--- src/rtl/acm_cfg.svh ---
// constants for the conversion mode control link and both of its ends
`ifndef ACM_CFG_SVH
`define ACM_CFG_SVH
`define ACM_OP_STANDBY     16'h0022
`define ACM_OP_WAKE        16'h0033
`define ACM_OP_WREG        16'h6000
`define ACM_RA_CLOCK       4'h0
`define ACM_RA_GCHOP       4'h1
`define ACM_RA_CFG         4'h2
`define ACM_RA_THR_UP      4'h3
`define ACM_RA_THR_LO      4'h4
`define ACM_CLOCK_RST      16'h0F0E
`define ACM_GCHOP_RST      16'h0003
`define ACM_CFG_RST        16'h0000
`define ACM_THR_RST        16'h0000
`define ACM_F_CHEN_HI      11
`define ACM_F_CHEN_LO      8
`define ACM_F_OSR_HI       4
`define ACM_F_OSR_LO       2
`define ACM_F_PWR_HI       1
`define ACM_F_PWR_LO       0
`define ACM_F_CHOP_ENABLE        8
`define ACM_F_CHOP_SETTLE_DELAY_HI    3
`define ACM_F_CHOP_SETTLE_DELAY_LO    0
`define ACM_F_DETECT_SAMPLE_LENGTH_HI    10
`define ACM_F_DETECT_SAMPLE_LENGTH_LO    8
`define ACM_F_DETECT_EXCEED_COUNT_HI    6
`define ACM_F_DETECT_EXCEED_COUNT_LO    4
`define ACM_F_DETECT_ALL_CHANNELS     3
`define ACM_F_DETECT_ENABLE        0
`define ACM_PWR_HR         2'h2
`define ACM_MOD_DIV        8'h04
`define ACM_STARTUP_MOD    18'h0012C
`define ACM_FIRST_EXTRA    18'h0002C
`define ACM_WAKE_MOD       18'h00008
`define ACM_RSL_CYC        16'h0040
`define ACM_SYNC_SHORT_CYC 16'h0008
`define ACM_DATA_READY_N_LOW_CYC   4'h4
`define ACM_CLK_HZ         50000000
`define ACM_CD_RATE_HZ     2700
`define ACM_CD_PERIOD_CYC  (`ACM_CLK_HZ / `ACM_CD_RATE_HZ)
`define ACM_H_CMD          5'h00
`define ACM_H_ARG          5'h04
`define ACM_H_SYNC         5'h08
`define ACM_H_CTRL         5'h0C
`define ACM_H_STAT         5'h10
`endif

--- src/rtl/acm_pkg.sv ---
// types used by the converter end of the conversion mode control link and its checks
package acm_pkg;
	typedef enum logic [2:0] {ST_RESET, ST_START, ST_CONV, ST_STBY, ST_WAKE, ST_DETECT} acm_state_t;
endpackage

--- src/rtl/acm_if.sv ---
// link between host controller and converter mode control
interface acm_if;
	logic        cmd_valid;
	logic [15:0] cmd_op;
	logic [3:0]  cmd_addr;
	logic [15:0] cmd_data;
	logic        sync_n;
	logic        external_clock_input_run;
	logic        data_ready_n;
	modport dev (input cmd_valid, cmd_op, cmd_addr, cmd_data, sync_n, external_clock_input_run,
		output data_ready_n);
	modport host (output cmd_valid, cmd_op, cmd_addr, cmd_data, sync_n, external_clock_input_run,
		input data_ready_n);
endinterface

--- src/rtl/acm_device.sv ---
// converter end: conversion modes, chop sequencing, standby and current detect
// Summary of operation
// - continuous mode: result every oversampling ratio periods
// - chop mode averages opposite-polarity conversion pairs
// - filter reset on every polarity swap
// - settling delay after swap from field code
// - chop period is delay plus three ratios
// - end of short sync pulse or ratio change restarts chop
// - first chop result adds 44 extra periods
// - chop mode bypasses phase calibration
// - dc test signal unavailable in chop mode
// - two-bit power level select, both modes
// - standby command disables channels, keeps registers
// - resume command: sampling after 8 periods
// - short sync pulse enters detect from standby
// - detect compares magnitudes, notifies, returns standby
// - detect runs on internal timer, hides results
// - host stops external clock during detect
// - detect enable bit and 24-bit split threshold
// - sample length field sets pass length
// - exceed count field sets needed exceedances
// - all-channels bit chooses every or any channel
// - data ready active low for data or detection
// - long sync low resets until pin high
`include "acm_cfg.svh"
module acm_device #(parameter int CD_PERIOD_CYC = `ACM_CD_PERIOD_CYC)
(
	input  wire logic        MCLK_I,
	input  wire logic        SYS_RST_I,
	acm_if.dev               LINK,
	input  wire logic [95:0] SAMPLE_I,
	output logic      [95:0] CONV_DATA_O,
	output logic             CONV_VALID_O,
	output logic             POLARITY_O,
	output logic             FILTER_RST_O,
	output logic             PHASE_BYPASS_O,
	output logic             DC_TEST_OK_O,
	output logic      [1:0]  POWER_LEVEL_O,
	output logic      [3:0]  CHAN_ACTIVE_O,
	output logic             REF_PD_O,
	output logic      [2:0]  MODE_O
);
	acm_pkg::acm_state_t state_reg;
	logic [15:0] clock_reg, gchop_reg, cfg_reg, thr_up_reg, thr_lo_reg;
	logic [15:0] low_cnt_reg;
	logic        sync_d_reg;
	logic [7:0]  div_cnt_reg;
	logic [31:0] cd_cnt_reg;
	logic [17:0] tcnt_reg;
	logic [1:0]  gc_left_reg;
	logic        first_reg, pol_reg, frst_reg, valid_reg;
	logic [3:0]  data_ready_n_cnt_reg;
	logic [11:0] cd_samp_reg;
	logic [95:0] prev_reg, data_reg;
	logic [17:0] osr_len, dly_len, seg_len;
	logic [11:0] detect_sample_length;
	logic [7:0]  detect_exceed_count;
	logic [3:0]  ch_en, hit;
	logic        chop, wr, mod_tick, cd_tick, long_low, short_pulse, restart, seg_end;
	logic        cmd_stby, cmd_wake, osr_change, met, pass_end;

	acm_lut i_acm_lut
	(
		.OSR_CODE_I (clock_reg[`ACM_F_OSR_HI:`ACM_F_OSR_LO]),
		.DLY_CODE_I (gchop_reg[`ACM_F_CHOP_SETTLE_DELAY_HI:`ACM_F_CHOP_SETTLE_DELAY_LO]),
		.LEN_CODE_I (cfg_reg[`ACM_F_DETECT_SAMPLE_LENGTH_HI:`ACM_F_DETECT_SAMPLE_LENGTH_LO]),
		.NUM_CODE_I (cfg_reg[`ACM_F_DETECT_EXCEED_COUNT_HI:`ACM_F_DETECT_EXCEED_COUNT_LO]),
		.OSR_LEN_O  (osr_len),
		.DLY_LEN_O  (dly_len),
		.DETECT_SAMPLE_LENGTH_O   (detect_sample_length),
		.DETECT_EXCEED_COUNT_O   (detect_exceed_count)
	);

	// command decode and field views
	assign chop       = gchop_reg[`ACM_F_CHOP_ENABLE];
	assign ch_en      = clock_reg[`ACM_F_CHEN_HI:`ACM_F_CHEN_LO];
	assign wr         = LINK.cmd_valid && (LINK.cmd_op == `ACM_OP_WREG);
	assign cmd_stby   = LINK.cmd_valid && (LINK.cmd_op == `ACM_OP_STANDBY);
	assign cmd_wake   = LINK.cmd_valid && (LINK.cmd_op == `ACM_OP_WAKE);
	assign osr_change = wr && (LINK.cmd_addr == `ACM_RA_CLOCK) &&
		(LINK.cmd_data[`ACM_F_OSR_HI:`ACM_F_OSR_LO] != clock_reg[`ACM_F_OSR_HI:`ACM_F_OSR_LO]);

	// register file; pin reset restores defaults, standby keeps them
	always_ff @(posedge MCLK_I)
	begin
		if (SYS_RST_I || state_reg == acm_pkg::ST_RESET)
		begin
			clock_reg  <= `ACM_CLOCK_RST;
			gchop_reg  <= `ACM_GCHOP_RST;
			cfg_reg    <= `ACM_CFG_RST;
			thr_up_reg <= `ACM_THR_RST;
			thr_lo_reg <= `ACM_THR_RST;
		end
		else if (wr)
		begin
			unique case (LINK.cmd_addr)
				`ACM_RA_CLOCK:  clock_reg  <= LINK.cmd_data;
				`ACM_RA_GCHOP:  gchop_reg  <= LINK.cmd_data;
				`ACM_RA_CFG:    cfg_reg    <= LINK.cmd_data;
				`ACM_RA_THR_UP: thr_up_reg <= LINK.cmd_data;
				`ACM_RA_THR_LO: thr_lo_reg <= LINK.cmd_data;
				default:        ;
			endcase
		end
	end

	// sync pin low-time measurement
	assign long_low    = !LINK.sync_n && (low_cnt_reg >= `ACM_RSL_CYC - 16'h0001);
	assign short_pulse = LINK.sync_n && !sync_d_reg && (low_cnt_reg < `ACM_RSL_CYC);
	always_ff @(posedge MCLK_I)
	begin
		if (SYS_RST_I)
		begin
			sync_d_reg  <= 1'b1;
			low_cnt_reg <= 16'h0000;
		end
		else
		begin
			sync_d_reg <= LINK.sync_n;
			if (LINK.sync_n)
				low_cnt_reg <= 16'h0000;
			else if (low_cnt_reg != `ACM_RSL_CYC)
				low_cnt_reg <= low_cnt_reg + 16'h0001;
		end
	end

	// modulator tick only while the external clock runs; detect tick from internal timer
	assign mod_tick = LINK.external_clock_input_run && (div_cnt_reg == `ACM_MOD_DIV - 8'h01);
	assign cd_tick  = (cd_cnt_reg == 32'(CD_PERIOD_CYC - 1));
	always_ff @(posedge MCLK_I)
	begin
		if (SYS_RST_I || !LINK.external_clock_input_run || mod_tick)
			div_cnt_reg <= 8'h00;
		else
			div_cnt_reg <= div_cnt_reg + 8'h01;
	end
	always_ff @(posedge MCLK_I)
	begin
		if (SYS_RST_I || state_reg != acm_pkg::ST_DETECT || cd_tick)
			cd_cnt_reg <= 32'h00000000;
		else
			cd_cnt_reg <= cd_cnt_reg + 32'h00000001;
	end

	// detection outcome over enabled channels
	assign met = cfg_reg[`ACM_F_DETECT_ALL_CHANNELS] ? ((ch_en != 4'h0) && ((hit & ch_en) == ch_en))
		: |(hit & ch_en);
	assign pass_end = cd_tick && (cd_samp_reg == detect_sample_length - 12'h001);

	// mode state machine
	always_ff @(posedge MCLK_I)
	begin
		if (SYS_RST_I)
			state_reg <= acm_pkg::ST_START;
		else if (long_low)
			state_reg <= acm_pkg::ST_RESET;
		else
		begin
			unique case (state_reg)
				acm_pkg::ST_RESET:
					if (LINK.sync_n)
						state_reg <= acm_pkg::ST_START;
				acm_pkg::ST_START, acm_pkg::ST_WAKE, acm_pkg::ST_CONV:
					if (cmd_stby)
						state_reg <= acm_pkg::ST_STBY;
					else if (state_reg != acm_pkg::ST_CONV && mod_tick && tcnt_reg ==
						(state_reg == acm_pkg::ST_START ? `ACM_STARTUP_MOD : `ACM_WAKE_MOD)
						- 18'h00001)
						state_reg <= acm_pkg::ST_CONV;
				acm_pkg::ST_STBY:
					if (cmd_wake)
						state_reg <= acm_pkg::ST_WAKE;
					else if (short_pulse && cfg_reg[`ACM_F_DETECT_ENABLE])
						state_reg <= acm_pkg::ST_DETECT;
				acm_pkg::ST_DETECT:
					if (cmd_wake)
						state_reg <= acm_pkg::ST_WAKE;
					else if (met || !cfg_reg[`ACM_F_DETECT_ENABLE])
						state_reg <= acm_pkg::ST_STBY;
			endcase
		end
	end

	// conversion segment timing
	assign restart = (state_reg != acm_pkg::ST_CONV) || short_pulse || osr_change;
	assign seg_len = chop ? dly_len + osr_len + osr_len + osr_len +
		((first_reg && gc_left_reg == 2'h1) ? `ACM_FIRST_EXTRA : 18'h00000)
		: osr_len;
	assign seg_end = (state_reg == acm_pkg::ST_CONV) && !restart && mod_tick &&
		(tcnt_reg == seg_len - 18'h00001);
	always_ff @(posedge MCLK_I)
	begin
		if (SYS_RST_I || (state_reg == acm_pkg::ST_CONV && restart) || seg_end ||
			state_reg == acm_pkg::ST_STBY || state_reg == acm_pkg::ST_DETECT ||
			state_reg == acm_pkg::ST_RESET || long_low || (state_reg != acm_pkg::ST_CONV &&
			mod_tick && tcnt_reg == (state_reg == acm_pkg::ST_START ? `ACM_STARTUP_MOD
			: `ACM_WAKE_MOD) - 18'h00001))
			tcnt_reg <= 18'h00000;
		else if (mod_tick)
			tcnt_reg <= tcnt_reg + 18'h00001;
	end

	// chop bookkeeping: polarity, filter reset, segments before a result
	always_ff @(posedge MCLK_I)
	begin
		frst_reg <= 1'b0;
		if (SYS_RST_I || restart)
		begin
			pol_reg     <= 1'b0;
			first_reg   <= 1'b1;
			gc_left_reg <= chop ? 2'h2 : 2'h1;
		end
		else if (seg_end)
		begin
			if (chop)
			begin
				pol_reg  <= !pol_reg;
				frst_reg <= 1'b1;
			end
			if (gc_left_reg == 2'h1)
				first_reg <= 1'b0;
			else
				gc_left_reg <= gc_left_reg - 2'h1;
		end
	end

	// per-channel result, average and exceed counting
	for (genvar i = 0; i < 4; i++)
	begin : g_ch
		logic signed [23:0] s, p;
		logic        [24:0] sum;
		logic        [23:0] mag;
		logic        [7:0]  exc_reg;
		assign s      = SAMPLE_I[24*i+23:24*i];
		assign p      = prev_reg[24*i+23:24*i];
		assign sum    = 25'({s[23], s} + {p[23], p});
		assign mag    = s[23] ? 24'(-s) : s;
		assign hit[i] = exc_reg >= detect_exceed_count;
		always_ff @(posedge MCLK_I)
		begin
			if (seg_end)
			begin
				prev_reg[24*i+23:24*i] <= s;
				if (gc_left_reg == 2'h1)
					data_reg[24*i+23:24*i] <= chop ? sum[24:1] : s;
			end
		end
		always_ff @(posedge MCLK_I)
		begin
			if (SYS_RST_I || state_reg != acm_pkg::ST_DETECT || pass_end)
				exc_reg <= 8'h00;
			else if (cd_tick && mag > {thr_up_reg, thr_lo_reg[15:8]} && exc_reg != 8'hFF)
				exc_reg <= exc_reg + 8'h01;
		end
	end

	// detect sample counting, pass restarts if nothing met
	always_ff @(posedge MCLK_I)
	begin
		if (SYS_RST_I || state_reg != acm_pkg::ST_DETECT || pass_end)
			cd_samp_reg <= 12'h000;
		else if (cd_tick)
			cd_samp_reg <= cd_samp_reg + 12'h001;
	end

	// result strobe and active-low data ready
	always_ff @(posedge MCLK_I)
	begin
		if (SYS_RST_I || state_reg == acm_pkg::ST_RESET)
		begin
			valid_reg    <= 1'b0;
			data_ready_n_cnt_reg <= 4'h0;
		end
		else
		begin
			valid_reg <= seg_end && (gc_left_reg == 2'h1);
			if ((seg_end && gc_left_reg == 2'h1) || (state_reg == acm_pkg::ST_DETECT && met))
				data_ready_n_cnt_reg <= `ACM_DATA_READY_N_LOW_CYC;
			else if (data_ready_n_cnt_reg != 4'h0)
				data_ready_n_cnt_reg <= data_ready_n_cnt_reg - 4'h1;
		end
	end

	// outputs; detect results never reach the data port
	assign LINK.data_ready_n = (data_ready_n_cnt_reg == 4'h0);
	assign CONV_DATA_O       = data_reg;
	assign CONV_VALID_O      = valid_reg;
	assign POLARITY_O        = pol_reg;
	assign FILTER_RST_O      = frst_reg;
	assign PHASE_BYPASS_O    = chop;
	assign DC_TEST_OK_O      = !chop;
	assign POWER_LEVEL_O     = (clock_reg[`ACM_F_PWR_HI:`ACM_F_PWR_LO] == 2'h3) ? `ACM_PWR_HR
		: clock_reg[`ACM_F_PWR_HI:`ACM_F_PWR_LO];
	assign CHAN_ACTIVE_O     = (state_reg == acm_pkg::ST_CONV) ? ch_en : 4'h0;
	assign REF_PD_O          = (state_reg == acm_pkg::ST_STBY) ||
		(state_reg == acm_pkg::ST_DETECT);
	assign MODE_O            = state_reg;
endmodule

--- src/rtl/acm_lut.sv ---
// fixed decode tables for oversampling, chop delay and detect field codes
module acm_lut
(
	input  wire logic [2:0]  OSR_CODE_I,
	input  wire logic [3:0]  DLY_CODE_I,
	input  wire logic [2:0]  LEN_CODE_I,
	input  wire logic [2:0]  NUM_CODE_I,
	output logic      [17:0] OSR_LEN_O,
	output logic      [17:0] DLY_LEN_O,
	output logic      [11:0] DETECT_SAMPLE_LENGTH_O,
	output logic      [7:0]  DETECT_EXCEED_COUNT_O
);
	// oversampling ratio 128 doubling per code, delay 2 to 65536 modulator periods
	assign OSR_LEN_O = 18'h00080 << OSR_CODE_I;
	assign DLY_LEN_O = 18'h00002 << DLY_CODE_I;
	assign DETECT_EXCEED_COUNT_O  = 8'h01 << NUM_CODE_I;

	// sample length table, 128 up to 3584
	always_comb
	begin
		unique case (LEN_CODE_I)
			3'h0: DETECT_SAMPLE_LENGTH_O = 12'h080;
			3'h1: DETECT_SAMPLE_LENGTH_O = 12'h100;
			3'h2: DETECT_SAMPLE_LENGTH_O = 12'h200;
			3'h3: DETECT_SAMPLE_LENGTH_O = 12'h300;
			3'h4: DETECT_SAMPLE_LENGTH_O = 12'h400;
			3'h5: DETECT_SAMPLE_LENGTH_O = 12'h600;
			3'h6: DETECT_SAMPLE_LENGTH_O = 12'h800;
			3'h7: DETECT_SAMPLE_LENGTH_O = 12'hE00;
		endcase
	end
endmodule

--- src/flat_wrapper.sv ---
// flat-port wrapper written by rule: the top's interface ports become plain ports
module acm_device_flat 
#(parameter int CD_PERIOD_CYC = `ACM_CD_PERIOD_CYC)
  (MCLK_I, SYS_RST_I, SAMPLE_I, CONV_DATA_O, CONV_VALID_O, POLARITY_O, FILTER_RST_O, PHASE_BYPASS_O, DC_TEST_OK_O, POWER_LEVEL_O, CHAN_ACTIVE_O, REF_PD_O, MODE_O, LINK_cmd_valid, LINK_cmd_op, LINK_cmd_addr, LINK_cmd_data, LINK_sync_n, LINK_external_clock_input_run, LINK_data_ready_n);
  acm_if LINK_i ();
  input  wire logic MCLK_I;
  input  wire logic SYS_RST_I;
  input  wire logic [95:0] SAMPLE_I;
  output logic      [95:0] CONV_DATA_O;
  output logic CONV_VALID_O;
  output logic POLARITY_O;
  output logic FILTER_RST_O;
  output logic PHASE_BYPASS_O;
  output logic DC_TEST_OK_O;
  output logic      [1:0] POWER_LEVEL_O;
  output logic      [3:0] CHAN_ACTIVE_O;
  output logic REF_PD_O;
  output logic      [2:0] MODE_O;
  input wire logic [$bits(LINK_i.cmd_valid)-1:0] LINK_cmd_valid;
  input wire logic [$bits(LINK_i.cmd_op)-1:0] LINK_cmd_op;
  input wire logic [$bits(LINK_i.cmd_addr)-1:0] LINK_cmd_addr;
  input wire logic [$bits(LINK_i.cmd_data)-1:0] LINK_cmd_data;
  input wire logic [$bits(LINK_i.sync_n)-1:0] LINK_sync_n;
  input wire logic [$bits(LINK_i.external_clock_input_run)-1:0] LINK_external_clock_input_run;
  output wire logic [$bits(LINK_i.data_ready_n)-1:0] LINK_data_ready_n;
  assign LINK_i.cmd_valid = LINK_cmd_valid;
  assign LINK_i.cmd_op = LINK_cmd_op;
  assign LINK_i.cmd_addr = LINK_cmd_addr;
  assign LINK_i.cmd_data = LINK_cmd_data;
  assign LINK_i.sync_n = LINK_sync_n;
  assign LINK_i.external_clock_input_run = LINK_external_clock_input_run;
  assign LINK_data_ready_n = LINK_i.data_ready_n;
  acm_device #(.CD_PERIOD_CYC(CD_PERIOD_CYC)) u_core (.MCLK_I(MCLK_I), .SYS_RST_I(SYS_RST_I), .LINK(LINK_i), .SAMPLE_I(SAMPLE_I), .CONV_DATA_O(CONV_DATA_O), .CONV_VALID_O(CONV_VALID_O), .POLARITY_O(POLARITY_O), .FILTER_RST_O(FILTER_RST_O), .PHASE_BYPASS_O(PHASE_BYPASS_O), .DC_TEST_OK_O(DC_TEST_OK_O), .POWER_LEVEL_O(POWER_LEVEL_O), .CHAN_ACTIVE_O(CHAN_ACTIVE_O), .REF_PD_O(REF_PD_O), .MODE_O(MODE_O));
endmodule
--- config.mk ---
export PLATFORM = sky130hd
export DESIGN_NAME = acm_device_flat
export DESIGN_NICKNAME = d
export VERILOG_FILES = /design/src/rtl/acm_pkg.sv /design/src/rtl/acm_if.sv /design/src/rtl/acm_device.sv /design/src/rtl/acm_lut.sv /design/src/flat_wrapper.sv
export VERILOG_INCLUDE_DIRS = /design/src /design/src/rtl
export SDC_FILE = /design/constraint.sdc
export NUM_CORES = 1
export LEC_CHECK = 0
export CAP_MARGIN = 10
export CORE_ASPECT_RATIO = 1.1
export CORE_UTILIZATION = 30
export CTS_BUF_LIST = sky130_fd_sc_hd__clkbuf_4
export DETAILED_ROUTE_END_ITERATION = 16
export DONT_BUFFER_PORTS = 1
export PLACE_DENSITY = 0.55
export SYNTH_ARGS = -nofsm -noshare
export SYNTH_HDL_FRONTEND = slang
export SYNTH_SLANG_ARGS = --single-unit
--- constraint.sdc ---
create_clock -name MCLK_I -period 26.7 [get_ports MCLK_I]
set_input_delay 2.67 -clock MCLK_I [delete_from_list [all_inputs] [get_ports MCLK_I]]
set_output_delay 2.67 -clock MCLK_I [all_outputs]
set_load 0.01 [all_outputs]
# After elaboration in Yosys (flattened, before gate mapping)
# Memories as Yosys holds them, arrays and structs flattened. A register that Yosys moved wholly into a read port is not among the register bits.
# Index checks and enable logic that the tools add are counted.
# Widths: inputs -> output; s select.
[totals] ff_bits=388 mem_bits_ro=40 memories=1
[mem_list] memory="(name not given)" depth=8 width=5 read_ports=1 rd_ports_with_merged_regs=1 write_ports=0 line_no="acm_lut.sv:21" source="unique case (LEN_CODE_I)"
[op_classes] n_bitwise=2 n_lt_le_gt_ge=10 n_eq_ne=37 addsub=26 muxes=32 n_shift=3 n_reduce_logical=78
[op_table] cell="$mux 24" n=8
[op_table] cell="$add 24x24->25" n=4
[op_table] cell="$gt 24x24->1" n=4
[op_table] cell="$neg 24->24" n=4
[op_table] cell="$add 18x18->18" n=4
[op_table] cell="$add 8x1->8 const B" n=5
[op_table] cell="$eq 18x18->1" n=2
[op_table] cell="$sub 18x1->18 const B" n=2
[op_table] cell="$mux 3" n=11
[op_table] cell="$add 32x1->32 const B" n=1
[op_table] cell="$eq 16x6->1 const B" n=2
[op_table] cell="$eq 32x15->1 const B" n=1
[op_table] cell="$ge 8x8->1" n=4
[op_table] cell="$ne 8x8->1 const B" n=4
[op_table] cell="$logic_and 1x1->1" n=29
[op_table] cell="$logic_or 1x1->1" n=19
[op_table] cell="$add 18x1->18 const B" n=1
[op_table] cell="$mux 18" n=1
[op_table] cell="$shl 2x4->18 const A" n=1
[op_table] cell="$shl 8x3->18 const A" n=1
[op_table] cell="$add 16x1->16 const B" n=1
[op_table] cell="$eq 16x15->1 const B" n=1
[op_table] cell="$ge 16x6->1 const B" n=1
[op_table] cell="$lt 16x7->1 const B" n=1
[op_table] cell="other kinds (42)" n=76

# Depth between registers and ports, before layout
# Gate-level depths: netlist of the first run.
[logic_depth] depth_word=15 ltp_mapped=23 depth_no_buf=19

# Hierarchy
# From an unflattened synthesis of the first run, not the netlist that was laid out.
[unflattened] hier_cells=2796 area_unflattened_um2=26495.4
[by_module_without_submodules] module="acm_device" seq_area_each_um2=9349.0 instances=1 area_each_um2=26068.8 cells_per_inst=2730
[by_module_without_submodules] module="acm_lut" seq_area_each_um2=0.0 instances=1 area_each_um2=426.7 cells_per_inst=66

# Worst setup path before layout of the first run
# OpenSTA, ideal clock, no wires.
[synth_timing] path_kind="register -> register" startpoint="reg u_core.clock_reg[3]" endpoint="reg u_core.data_reg[0], in the netlist u_core.CONV_DATA_O[0] (enable)" path_slack_ns=16.738 setup_ns=0.449 synth_period_minus_slack_ns=9.962 required_ns=26.251 arrival_ns=9.513 path_buffers=2 stages_incl_launch_ff=21 cell_sequence="dfxtp_1 buf_2 nor2b_1 and2_1 inv_1 fa_1 inv_1 ha_1 ha_1 buf_2 nand2_1 nor2_1 or4_1 a31oi_1 and2b_1 a31oi_1 a211oi_2 xor2_1 nor4_4 nand2_1 inv_1"
[synth_between] elab_chain_len=10 word_cells_on_any_way=16 cone_classes="add/sub (5); eq/ne (2); shift (1); mux (1); reduce/logical (7)"
[synth_lines] element="start, declared" line_no="acm_device.sv:44" source="logic [15:0] clock_reg, gchop_reg, cfg_reg, thr_up_reg, thr_lo_reg;"
[synth_lines] element="start signal, assigned" line_no="acm_device.sv:88" source="clock_reg <= `ACM_CLOCK_RST;"
[synth_lines] element="start signal, assigned" line_no="acm_device.sv:97" source="`ACM_RA_CLOCK: clock_reg <= LINK.cmd_data;"
[synth_lines] element="$shl 8x3->18" line_no="acm_lut.sv:14" source="assign OSR_LEN_O = 18'h00080 << OSR_CODE_I;"
[synth_lines] element="$add 18x18->18 (4 in series)" line_no="acm_device.sv:186" source="assign seg_len = chop ? dly_len + osr_len + osr_len + osr_len +"
[synth_lines] element="$mux 18" line_no="acm_device.sv:186"
[synth_lines] element="$sub 18x1->18" line_no="acm_device.sv:190" source="(tcnt_reg == seg_len - 18'h00001);"
[synth_lines] element="$eq 18x18->1" line_no="acm_device.sv:190"
[synth_lines] element="$logic_and 1x1->1 (*)" line_no="acm_device.sv:189" source="assign seg_end = (state_reg == acm_pkg::ST_CONV) && !restart && mod_tick &&"
[synth_lines] element="net u_core.seg_end" line_no="acm_device.sv:59" source="logic chop, wr, mod_tick, cd_tick, long_low, short_pulse, restart, seg_end;"
[synth_lines] element="$reduce_and 2->1 (no line) (*)"
[synth_lines] element="end signal, assigned by index" line_no="acm_device.sv:245" source="data_reg[24*i+23:24*i] <= chop ? sum[24:1] : s;"
[synth_lines] element="end, declared" line_no="acm_device.sv:54" source="logic [95:0] prev_reg, data_reg;"
# Mark *: on every way through the listed nets, which the timed path passes. The rest lies on a longest branch.
# A chain may end at the register's enable or synchronous reset.

# Worst setup path after layout of the first run
[layout_timing] startpoint="reg u_core.clock_reg[3]" endpoint="reg u_core.data_reg[41], in the netlist u_core.CONV_DATA_O[41] (enable)"
# The elaborated chain is that of the path after synthesis.

==> results of run 1 <==
layout make-up:
class | count | area, µm²
repair buffers | 11 | 82.6
inverters | 120 | 453
diodes | 4 | 10.0
clock buffers | 151 | 1130
flip-flops and latches | 375 | 9450
fillers | 8859 | 56700
clock inverters | 49 | 238
multi-input cells | 2179 | 15700
well taps | 1140 | 1430
worst min path at each step:
stage	from	end	slack [ns]	depth (start not counted)
after floorplan	u_core.first_reg	u_core.first_reg	0.42	1
after global placement	u_core.first_reg	u_core.first_reg	0.43	1
after detailed placement	u_core.first_reg	u_core.first_reg	0.44	1
after CTS	u_core.clock_reg[0]	u_core.clock_reg[0]	0.45	2
after global routing	u_core.thr_up_reg[13]	u_core.thr_up_reg[13]	0.47	2
final	u_core.clock_reg[0]	u_core.clock_reg[0]	0.45	2
worst max-delay path: stages (launching register included):
cell and delay, ns:
dfxtp_1 0.54, nor2b_1 0.27, and2_1 0.23, inv_1 0.08
fa_1 0.53, inv_1 0.04, ha_1 0.28, ha_1 0.43
a21oi_1 0.31, a21boi_0 0.29, xnor2_1 0.12, o32ai_1 0.57
a31oi_1 0.21, a211oi_2 0.27, xor2_1 0.14, nor4_4 0.43
nand2_1 0.28, inv_4 0.53, buf_4 0.72
stage by stage:
stage | power (W) | cells | util
after floorplan | 0.000765 | 2756 | -
after global placement | 0.000796 | 3825 | 0.318
after detailed placement | 0.000797 | 3825 | 0.318
after CTS | 0.00136 | 4025 | 0.334
after global routing | 0.00140 | 4027 | 0.334
final | 0.00133 | 4029 | 0.334
cell families after synthesis:
group | after synthesis
simple gates | 954
flops | 375
fa+ha+maj | 276
mux | 102
buf+inv | 202
xor+xnor | 274
compound gates | 573
where the power goes:
group          internal [W]  leakage [nW]  switching, W
registers          0.000609          3.21    0.00000767
logic             0.0000752          6.75     0.0000929
clock network      0.000272         0.807      0.000274
total              0.000956          10.8      0.000374
metal layers:
layer  vias up  GRT usage
met5         -          0
met4         4     0.0712
met3       150     0.0460
met2       430      0.282
met1      9530      0.192
li1      10300          -
cells in the final DEF (no fill, tap or decap), types with 28 or more instances in the layout:
| cell | instances |
|---|---|
| nand4_1 | 70 |
| xnor2_1 | 176 |
| nand2b_1 | 42 |
| clkinv_1 | 34 |
| and3_1 | 38 |
| o31ai_1 | 35 |
| nor2b_1 | 28 |
| or3_1 | 40 |
| a21o_1 | 94 |
| nor3_1 | 57 |
| xor2_1 | 98 |
| nand2_1 | 223 |
| inv_1 | 118 |
| ha_1 | 269 |
| nor2_1 | 240 |
| edfxtp_1 | 194 |
| clkbuf_4 | 151 |
| dfxtp_1 | 180 |
| mux2_2 | 64 |
| nor4_1 | 29 |
| mux2i_1 | 38 |
| nand3_1 | 67 |
| o21ai_0 | 116 |
| a21oi_1 | 139 |
==> impl_metrics.tcl, run 1 <==
set metrics [dict create \
    cp-endpoint "u_core.CONV_DATA_O[41]" \
    synthSimpleGateAreaFrac 0.188 \
    place_ws_ns 19.52 \
    slew_headroom 0.225 \
    synth.top_cells.by_count "269 x ha_1, 240 x nor2_1, 223 x nand2_1" \
    yosysMostFrequentCell "ha_1" \
    clock-sinks 375 \
    grt_use_total 0.165 \
    post-cts-setup-buffers 0 \
    leakagePower_nw 10.8 \
    cp.arrival_ns 7.34 \
    clkLatencyLatePin_ns 0.92 \
    drc 0 \
    fp.dieW_um 282 \
    dr.pass1.iters 7 \
    grt_pass1_vias 19900 \
    synth_compound_area_frac 0.146 \
    setup_viol 0 \
    io_buffers 0 \
    htreeDepth 3 \
    overflow 0 \
    design_area_um2 28500 \
    synth_edf_count 194 \
    clk_pin_slew_ns 0.07 \
    start_util 0.304 \
    synth_area_per_cell_um2 9.39 \
    finalMaxSlewViolations 0 \
    reg2reg_depth 18 \
    drive_above_1_share 0.102 \
    synthXorXnorAreaFrac 0.0927 \
    hold_buffers 0 \
    worstPathRequired_ns 27.18 \
    synthMuxAreaShare 0.0425 \
    ir_drop_mv 0.0229 \
    wl_met3_um 4690 \
    wl_um 73500 \
    vias_per_cell 5.06 \
    cts_resized 0 \
    drtIter0Drc 997 \
    routabilityCongestion 0.841 \
    synth.distinct_cells 90 \
    syn_inst 2756 \
    hold_viol_final 0 \
    place_area_um2 27100 \
    fin_worst_skew_ns 0.0671 \
    synthAdderAreaFrac 0.135 \
    timing.rr.end "u_core.CONV_DATA_O[41]" \
    ys_seq_area_frac 0.365 \
    hold_ws_ns 0.448 \
    outcome "finished clean" \
    worst_pin_slew_ns 1.16 \
    rsz0062_at_grt "false" \
    nets 3208 \
    yosysTopAreaCell "edfxtp_1" \
    power.density_nw_per_um2 46.8 \
    wl_met2_um 35300 \
    worstSetupStartpointType "register" \
    period_minus_slack_ns 6.86 \
    rrSetupSlack_ns 19.84 \
    worst-setup-path-type "register to register" \
    area_growth_pct 9.94 \
    max_freq_mhz 146 \
    netlist_area_um2 25900 \
    endpoint_kind "register" \
    core_area_um2 85200 \
    synth_top_family_by_area "simple AND/OR/NAND/NOR gates" \
    vias 20400 \
    regToRegStartpoint "u_core.clock_reg[3]" \
    top_layer "met5" \
    wl_met1_um 31000 \
    critPathMaxFanout 60 \
    synth_area_leaders "edfxtp_1 23%, dfxtp_1 14%, ha_1 13%" \
    ant_nets 0 \
    grt_start_max_net_pins 61 \
    crit_path_start "u_core.clock_reg[3]" \
    ios 249 \
    cts_root_buf "clkbuf_4" \
    yosysWarnings 0 \
    fin_tns_setup_ns 0 \
    synth_fp_nets 3169 \
    ys_seq_elements 375 \
    antenna_found_initial 7 \
    post-route-period-util 0.257 \
    synthFlopType "edfxtp_1" \
    grt_pass1_wl_um 111000 \
    wl_per_cell_um 18.2 \
    dpl.hpwl_um 55000 \
    numCtsBuffers 108 \
    die-area_um2 87500 \
    die_h_um 310 \
    cts_tree "built" \
    clockBufferDepth 3 \
    drv_cap 0 \
    synth_top_area_frac 0.225 \
    async_flop_share 0 \
    worst_slack_ns 19.84 \
    min_path_type "register to register" \
    num_rows 112 \
]
Power figures use the tool's default switching activity.
==> run 2, diff against run 1 <==
--- a/config.mk
+++ b/config.mk
@@ -6,6 +6,7 @@
 export SDC_FILE = /design/constraint.sdc
 export NUM_CORES = 1
 export LEC_CHECK = 0
+export ABC_AREA = 1
 export CAP_MARGIN = 10
 export CORE_ASPECT_RATIO = 1.1
 export CORE_UTILIZATION = 30
==> constraint.sdc (replaced) <==
create_clock -name MCLK_I -period 6.4 [get_ports MCLK_I]
set_input_delay 0.64 -clock MCLK_I [delete_from_list [all_inputs] [get_ports MCLK_I]]
set_output_delay 0.64 -clock MCLK_I [all_outputs]
set_load 0.01 [all_outputs]
==> impl_metrics.tcl, run 2 <==
set metrics [dict create \
    synthFlopType "edfxtp_1" \
    cts_tree "built" \
    cp.arrival_ns 5.64 \
    period_minus_slack_ns 5.08 \
    core_area_um2 89800 \
    syn_inst 3582 \
    synth_fp_nets 3995 \
    grt_busiest_layer "met2" \
    worst-setup-path-type "register to register" \
    drc 0 \
    path_cells "inv_1 -> nor2_1 -> nand2_1 -> fa_1 -> inv_1 -> ha_1 -> ha_1 -> nand2_1 -> inv_1 -> a21oi_1 -> nand2_1 -> nand2_1 -> nand3_1 -> nand2_1 -> inv_1 -> nor2_1 -> nand3_1 -> nand2_1 -> nand3_2 -> nor3_1 -> nand3_1 -> inv_4 -> buf_12" \
    synth_area_per_cell_um2 7.63 \
    drv_cap 0 \
    endpoint_kind "register" \
    multi_input_area_um2 16000 \
    layout_commonest_cell "nand2_1" \
    fillers 9621 \
    leakagePower_nw 12.6 \
    area_growth_pct 14.3 \
    total_power_w 0.00581 \
    ant_nets 0 \
    cts_root_buf "clkbuf_4" \
    place_ws_ns 1.32 \
    dpl.hpwl_um 64800 \
    yosysWarnings 0 \
    max_freq_mhz 197 \
    worst_slack_ns 1.32 \
    rsz0062_at_grt "false" \
    post-cts-setup-buffers 0 \
    setup_viol 0 \
    ys_seq_elements 375 \
    fin_worst_skew_ns 0.0543 \
    grt_use_total 0.188 \
    dr.pass1.iters 5 \
    slowest_stage "fa_1" \
    power.density_nw_per_um2 186 \
    fin_tns_setup_ns 0 \
    start_util 0.304 \
    htreeDepth 3 \
    clockBufferDepth 3 \
    drtIter0Drc 1657 \
    drive_above_1_share 0.0703 \
    vias_per_cell 4.97 \
    synth_edf_count 194 \
    regArea_um2 9450 \
    grt_pass1_vias 24200 \
    yosysTopAreaCell "edfxtp_1" \
    rrSetupSlack_ns 1.32 \
    ir_drop_mv 0.126 \
    fp.dieW_um 290 \
    worstPathRequired_ns 6.96 \
    antenna_found_initial 8 \
    met3_usage 0.0332 \
    nets 4165 \
    cpMostUsedCell "nand2_1" \
    die-area_um2 92300 \
    clk_pin_slew_ns 0.07 \
    ios 249 \
    hold_viol_final 0 \
    grt_use_met1 0.238 \
    cp_slowest_stage_delay_ns 0.55 \
    worst_pin_slew_ns 1.02 \
    synth_area_leaders "edfxtp_1 21%, dfxtp_1 13%, ha_1 12%" \
    async_flop_share 0 \
    hold_buffers 120 \
    post-route-period-util 0.794 \
    synth_top_area_frac 0.213 \
    synth.distinct_cells 56 \
    critPathBufInv 6 \
    synth.top_cells.by_count "664 x nand2_1, 422 x inv_1, 358 x nor2_1" \
    grt_start_max_net_pins 97 \
    die_h_um 318 \
    vias 24900 \
    wl_um 88200 \
    gr-usage-met2 0.322 \
    critPathMaxFanout 43 \
    io_buffers 0 \
    wl_per_cell_um 17.6 \
    cts_resized 0 \
    slew_headroom 0.318 \
    worstSetupStartpointType "register" \
    grt_pass1_wl_um 136000 \
    routabilityCongestion 0.930 \
    finalMaxSlewViolations 0 \
    numCtsBuffers 104 \
    num_rows 115 \
    final_cell_mix "664 x nand2_1, 420 x inv_1, 355 x nor2_1" \
    outcome "finished clean" \
    clock-sinks 375 \
    yosysMostFrequentCell "nand2_1" \
    netlist_area_um2 27300 \
    overflow 0 \
    ys_seq_area_frac 0.346 \
    cpLargestDelayFamily "simple AND/OR/NAND/NOR gates" \
    min_path_type "input pin to register" \
    clkLatencyLatePin_ns 0.91 \
]
[run 2: cell types whose count changed after synthesis, moves of 91 or more]
cell | previous run | this run
o21ai_0 | 116 | 263
nand3_1 | 67 | 191
a21oi_1 | 139 | 265
xnor2_1 | 176 | 62
inv_1 | 120 | 422
nand2_1 | 223 | 664
nor2_1 | 240 | 358
a21o_1 | 94 | 3
[run 2: logic make-up after synthesis]
kind of cell,share of synthesized area
fa+ha+maj,0.128
xor+xnor,0.0580
buf+inv,0.0699
compound gates,0.134
flops,0.346
simple gates,0.264
[run 2: layout make-up]
type,instances,share of cell area
Sequential cell,375,0.303
Timing Repair Buffer,128,0.0412
Multi-Input combinational cell,2710,0.512
Antenna cell,6,0.000481
Tap cell,1170,0.0469
Clock inverter,37,0.00690
Clock buffer,157,0.0378
Inverter,433,0.0523
[run 2: worst paths after layout]
| path | from | to | cells after the start |
|---|---|---|---|
| worst min-delay path | SAMPLE_I[43] | u_core.CONV_DATA_O[43] | 2 |
| worst max-delay path | u_core.clock_reg[3] | u_core.g_ch[3].p[20] | 23 |
| worst max register to register | u_core.clock_reg[3] | u_core.g_ch[3].p[20] | 23 |
| worst min register to register | u_core.div_cnt_reg[0] | u_core.div_cnt_reg[0] | 1 |
[run 2: through the flow]
stage               cells  hold slack, ns  cell area, µm²   util
finish               5016          0.0803           31200  0.348
global route         5014          0.0270           31200  0.348
CTS                  5010        0.000769           31200  0.347
detailed placement   4696           0.442           28600  0.319
global placement     4696           0.434           28600  0.319
floorplan            3582           0.418           27300      -
[run 2: per-layer routing]
metal  share of wire  up-vias
li1                -    12700
met1            0.44    11400
met2            0.48      636
met3           0.055      126
met4           0.023        6
met5         0.00048        -
[run 2: power by group]
part           total [W]  internal, W  switching (W)
clock            0.00231      0.00117        0.00113
combinational   0.000941     0.000353       0.000588
sequential       0.00257      0.00254      0.0000227
==> run 3, diff against run 2 <==
--- a/config.mk
+++ b/config.mk
@@ -6,14 +6,14 @@
 export SDC_FILE = /design/constraint.sdc
 export NUM_CORES = 1
 export LEC_CHECK = 0
-export ABC_AREA = 1
+export ABC_AREA = 0
 export CAP_MARGIN = 10
 export CORE_ASPECT_RATIO = 1.1
 export CORE_UTILIZATION = 30
 export CTS_BUF_LIST = sky130_fd_sc_hd__clkbuf_4
 export DETAILED_ROUTE_END_ITERATION = 16
 export DONT_BUFFER_PORTS = 1
-export PLACE_DENSITY = 0.55
+export PLACE_DENSITY = 0.56
 export SYNTH_ARGS = -nofsm -noshare
 export SYNTH_HDL_FRONTEND = slang
 export SYNTH_SLANG_ARGS = --single-unit
==> constraint.sdc (replaced) <==
create_clock -name MCLK_I -period 4.2 [get_ports MCLK_I]
set_input_delay 0.42 -clock MCLK_I [delete_from_list [all_inputs] [get_ports MCLK_I]]
set_output_delay 0.42 -clock MCLK_I [all_outputs]
set_load 0.01 [all_outputs]
==> impl_metrics.tcl, run 3 (synthesis gave the netlist of run 1 again) <==
set metrics [dict create \
    outcome "complete, but fails checks" \
    violations "setup timing" \
    clockBufferDepth 3 \
    regArea_um2 9460 \
    area_growth_pct 23.5 \
    design_area_um2 32000 \
    final_cell_mix "256 x ha_1, 237 x nor2_1, 217 x nand2_1" \
    die_h_um 310 \
    critPathMaxFanout 8 \
    path_cells "ha_2 -> and2_4 -> ha_4 -> ha_4 -> inv_2 -> fa_2 -> nand3b_4 -> buf_6 -> buf_6 -> a211oi_4 -> or3_4 -> a21boi_1 -> o21ai_1 -> buf_4 -> nand4_1 -> a21oi_2 -> o21ai_2 -> nor4_4 -> nand2_2 -> clkinvlp_4 -> buf_16 -> buf_8" \
    fillers 8726 \
    htreeDepth 3 \
    period_minus_slack_ns 4.67 \
    fp.dieW_um 282 \
    p_clk_frac 0.398 \
    worstSetupStartpointType "register" \
    max_freq_mhz 214 \
    worst_pin_slew_ns 0.983 \
    multi_input_area_um2 16200 \
    io_buffers 0 \
    clock-sinks 375 \
    post-route-period-util 1.11 \
    cp_slowest_stage_delay_ns 0.40 \
    power.switching_w 0.00246 \
    grt_start_max_net_pins 59 \
    swShare 0.284 \
    nets 3515 \
    fin_worst_skew_ns 0.0708 \
    worstPathRequired_ns 4.78 \
    rsz0062_at_grt "true" \
    endpoint_kind "register" \
    dr.pass1.iters 5 \
    drtIter0Drc 1259 \
    layout_commonest_cell "ha_1" \
    cpLargestDelayFamily "simple AND/OR/NAND/NOR gates" \
    met3_usage 0.0401 \
    numCtsBuffers 105 \
    hold_ws_ns 0.0969 \
    total_power_w 0.00867 \
    worst_slack_ns -0.474 \
    worst-setup-path-type "register to register" \
    fin_cells 4338 \
    vias_per_cell 5.08 \
    core_area_um2 85200 \
    place_area_um2 28600 \
    wl_um 80100 \
    num_rows 112 \
    routabilityCongestion 0.868 \
    gr-usage-met2 0.285 \
    clk_pin_slew_ns 0.07 \
    ant_nets 0 \
    vias 22100 \
    hold_viol_final 0 \
    power.density_nw_per_um2 271 \
    setup_viol 220 \
    critPathBufInv 7 \
    power_frac_seq 0.450 \
    cts_root_buf "clkbuf_4" \
    wl_per_cell_um 18.5 \
    clkLatencyLatePin_ns 0.93 \
    fin_tns_setup_ns -85.45 \
    ios 249 \
    leakagePower_nw 12.3 \
    slew_headroom 0.340 \
    grt_use_total 0.179 \
    start_util 0.304 \
    dpl.hpwl_um 56300 \
    grt_use_met1 0.227 \
    drv_cap 0 \
    min_path_type "input pin to register" \
    ir_drop_mv 0.268 \
    slowest_stage "edfxtp_1" \
    place_inst 3984 \
    drive_above_1_share 0.178 \
    die-area_um2 87500 \
    cp.arrival_ns 5.26 \
    cts_tree "built" \
    grt_pass1_vias 21300 \
    internal_power_w 0.00620 \
    grt_busiest_layer "met2" \
    finalMaxSlewViolations 0 \
    antenna_found_initial 12 \
    drc 0 \
    combPwrFrac 0.151 \
    overflow 0 \
    grt_pass1_wl_um 121000 \
]
-- run 3: worst reg2reg max path, cell delays in order (launching register included) --
cell and delay, ns:
edfxtp_1 0.40, ha_2 0.20, and2_4 0.19, ha_4 0.28
ha_4 0.14, inv_2 0.04, fa_2 0.38, nand3b_4 0.21
buf_6 0.14, buf_6 0.11, a211oi_4 0.36, or3_4 0.20
a21boi_1 0.08, o21ai_1 0.18, buf_4 0.16, nand4_1 0.11
a21oi_2 0.17, o21ai_2 0.09, nor4_4 0.32, nand2_2 0.12
clkinvlp_4 0.15, buf_16 0.19, buf_8 0.19
-- run 3: power by group through the flow --
stage / clock network, W / registers [W] / logic, W
5_1_grt: 0.00379 / 0.00390 / 0.00146
6_report: 0.00345 / 0.00390 / 0.00131
2_1_floorplan: 0 / 0.00397 / 0.000901
4_1_cts: 0.00359 / 0.00390 / 0.00131
3_5_place_dp: 0 / 0.00398 / 0.00114
3_3_place_gp: 0 / 0.00398 / 0.00113
-- run 3: metrics by stage --
step	util	worst slack (ns)
after floorplan	-	-4.81
after global placement	0.336	-0.815
after detailed placement	0.336	-0.854
after CTS	0.373	-0.477
after global routing	0.375	-0.724
final	0.375	-0.474
-- run 3: repair_timing --
action                                  4_1_cts  5_1_grt
endpoints found under the setup margin      220      222
buffers inserted                             13        5
endpoints found under the hold margin       292        0
resized for setup                            74       22
hold buffers                                131        0
gates cloned                                  2        2
pin swaps                                    22       21
-- run 3: final timing paths --
kind	end	slack (ns)	cells past startpoint	startpoint
worst max-delay path	u_core.CONV_DATA_O[29]	-0.47	22	u_core.gc_left_reg[0]
worst min register to register	u_core.thr_up_reg[2]	0.45	2	u_core.thr_up_reg[2]
worst min-delay path	u_core.CONV_DATA_O[69]	0.1	3	SAMPLE_I[70]
worst max register to register	u_core.CONV_DATA_O[29]	-0.47	22	u_core.gc_left_reg[0]
-- run 3: area by class of cell --
| class | count | area share |
|---|---|---|
| antenna | 7 | 0.000548 |
| clock buffer | 149 | 0.0350 |
| clock inverter | 47 | 0.00775 |
| inverter | 120 | 0.0142 |
| multi-input combinational | 2179 | 0.507 |
| sequential | 375 | 0.296 |
| tap | 1140 | 0.0446 |
| timing repair buffer | 321 | 0.0950 |
-- run 3: metal layers --
layer / share of wire / up-vias
met5: 0.00085 / -
met4: 0.045 / 12
met3: 0.062 / 170
met2: 0.45 / 593
met1: 0.44 / 10300
li1: - / 10900
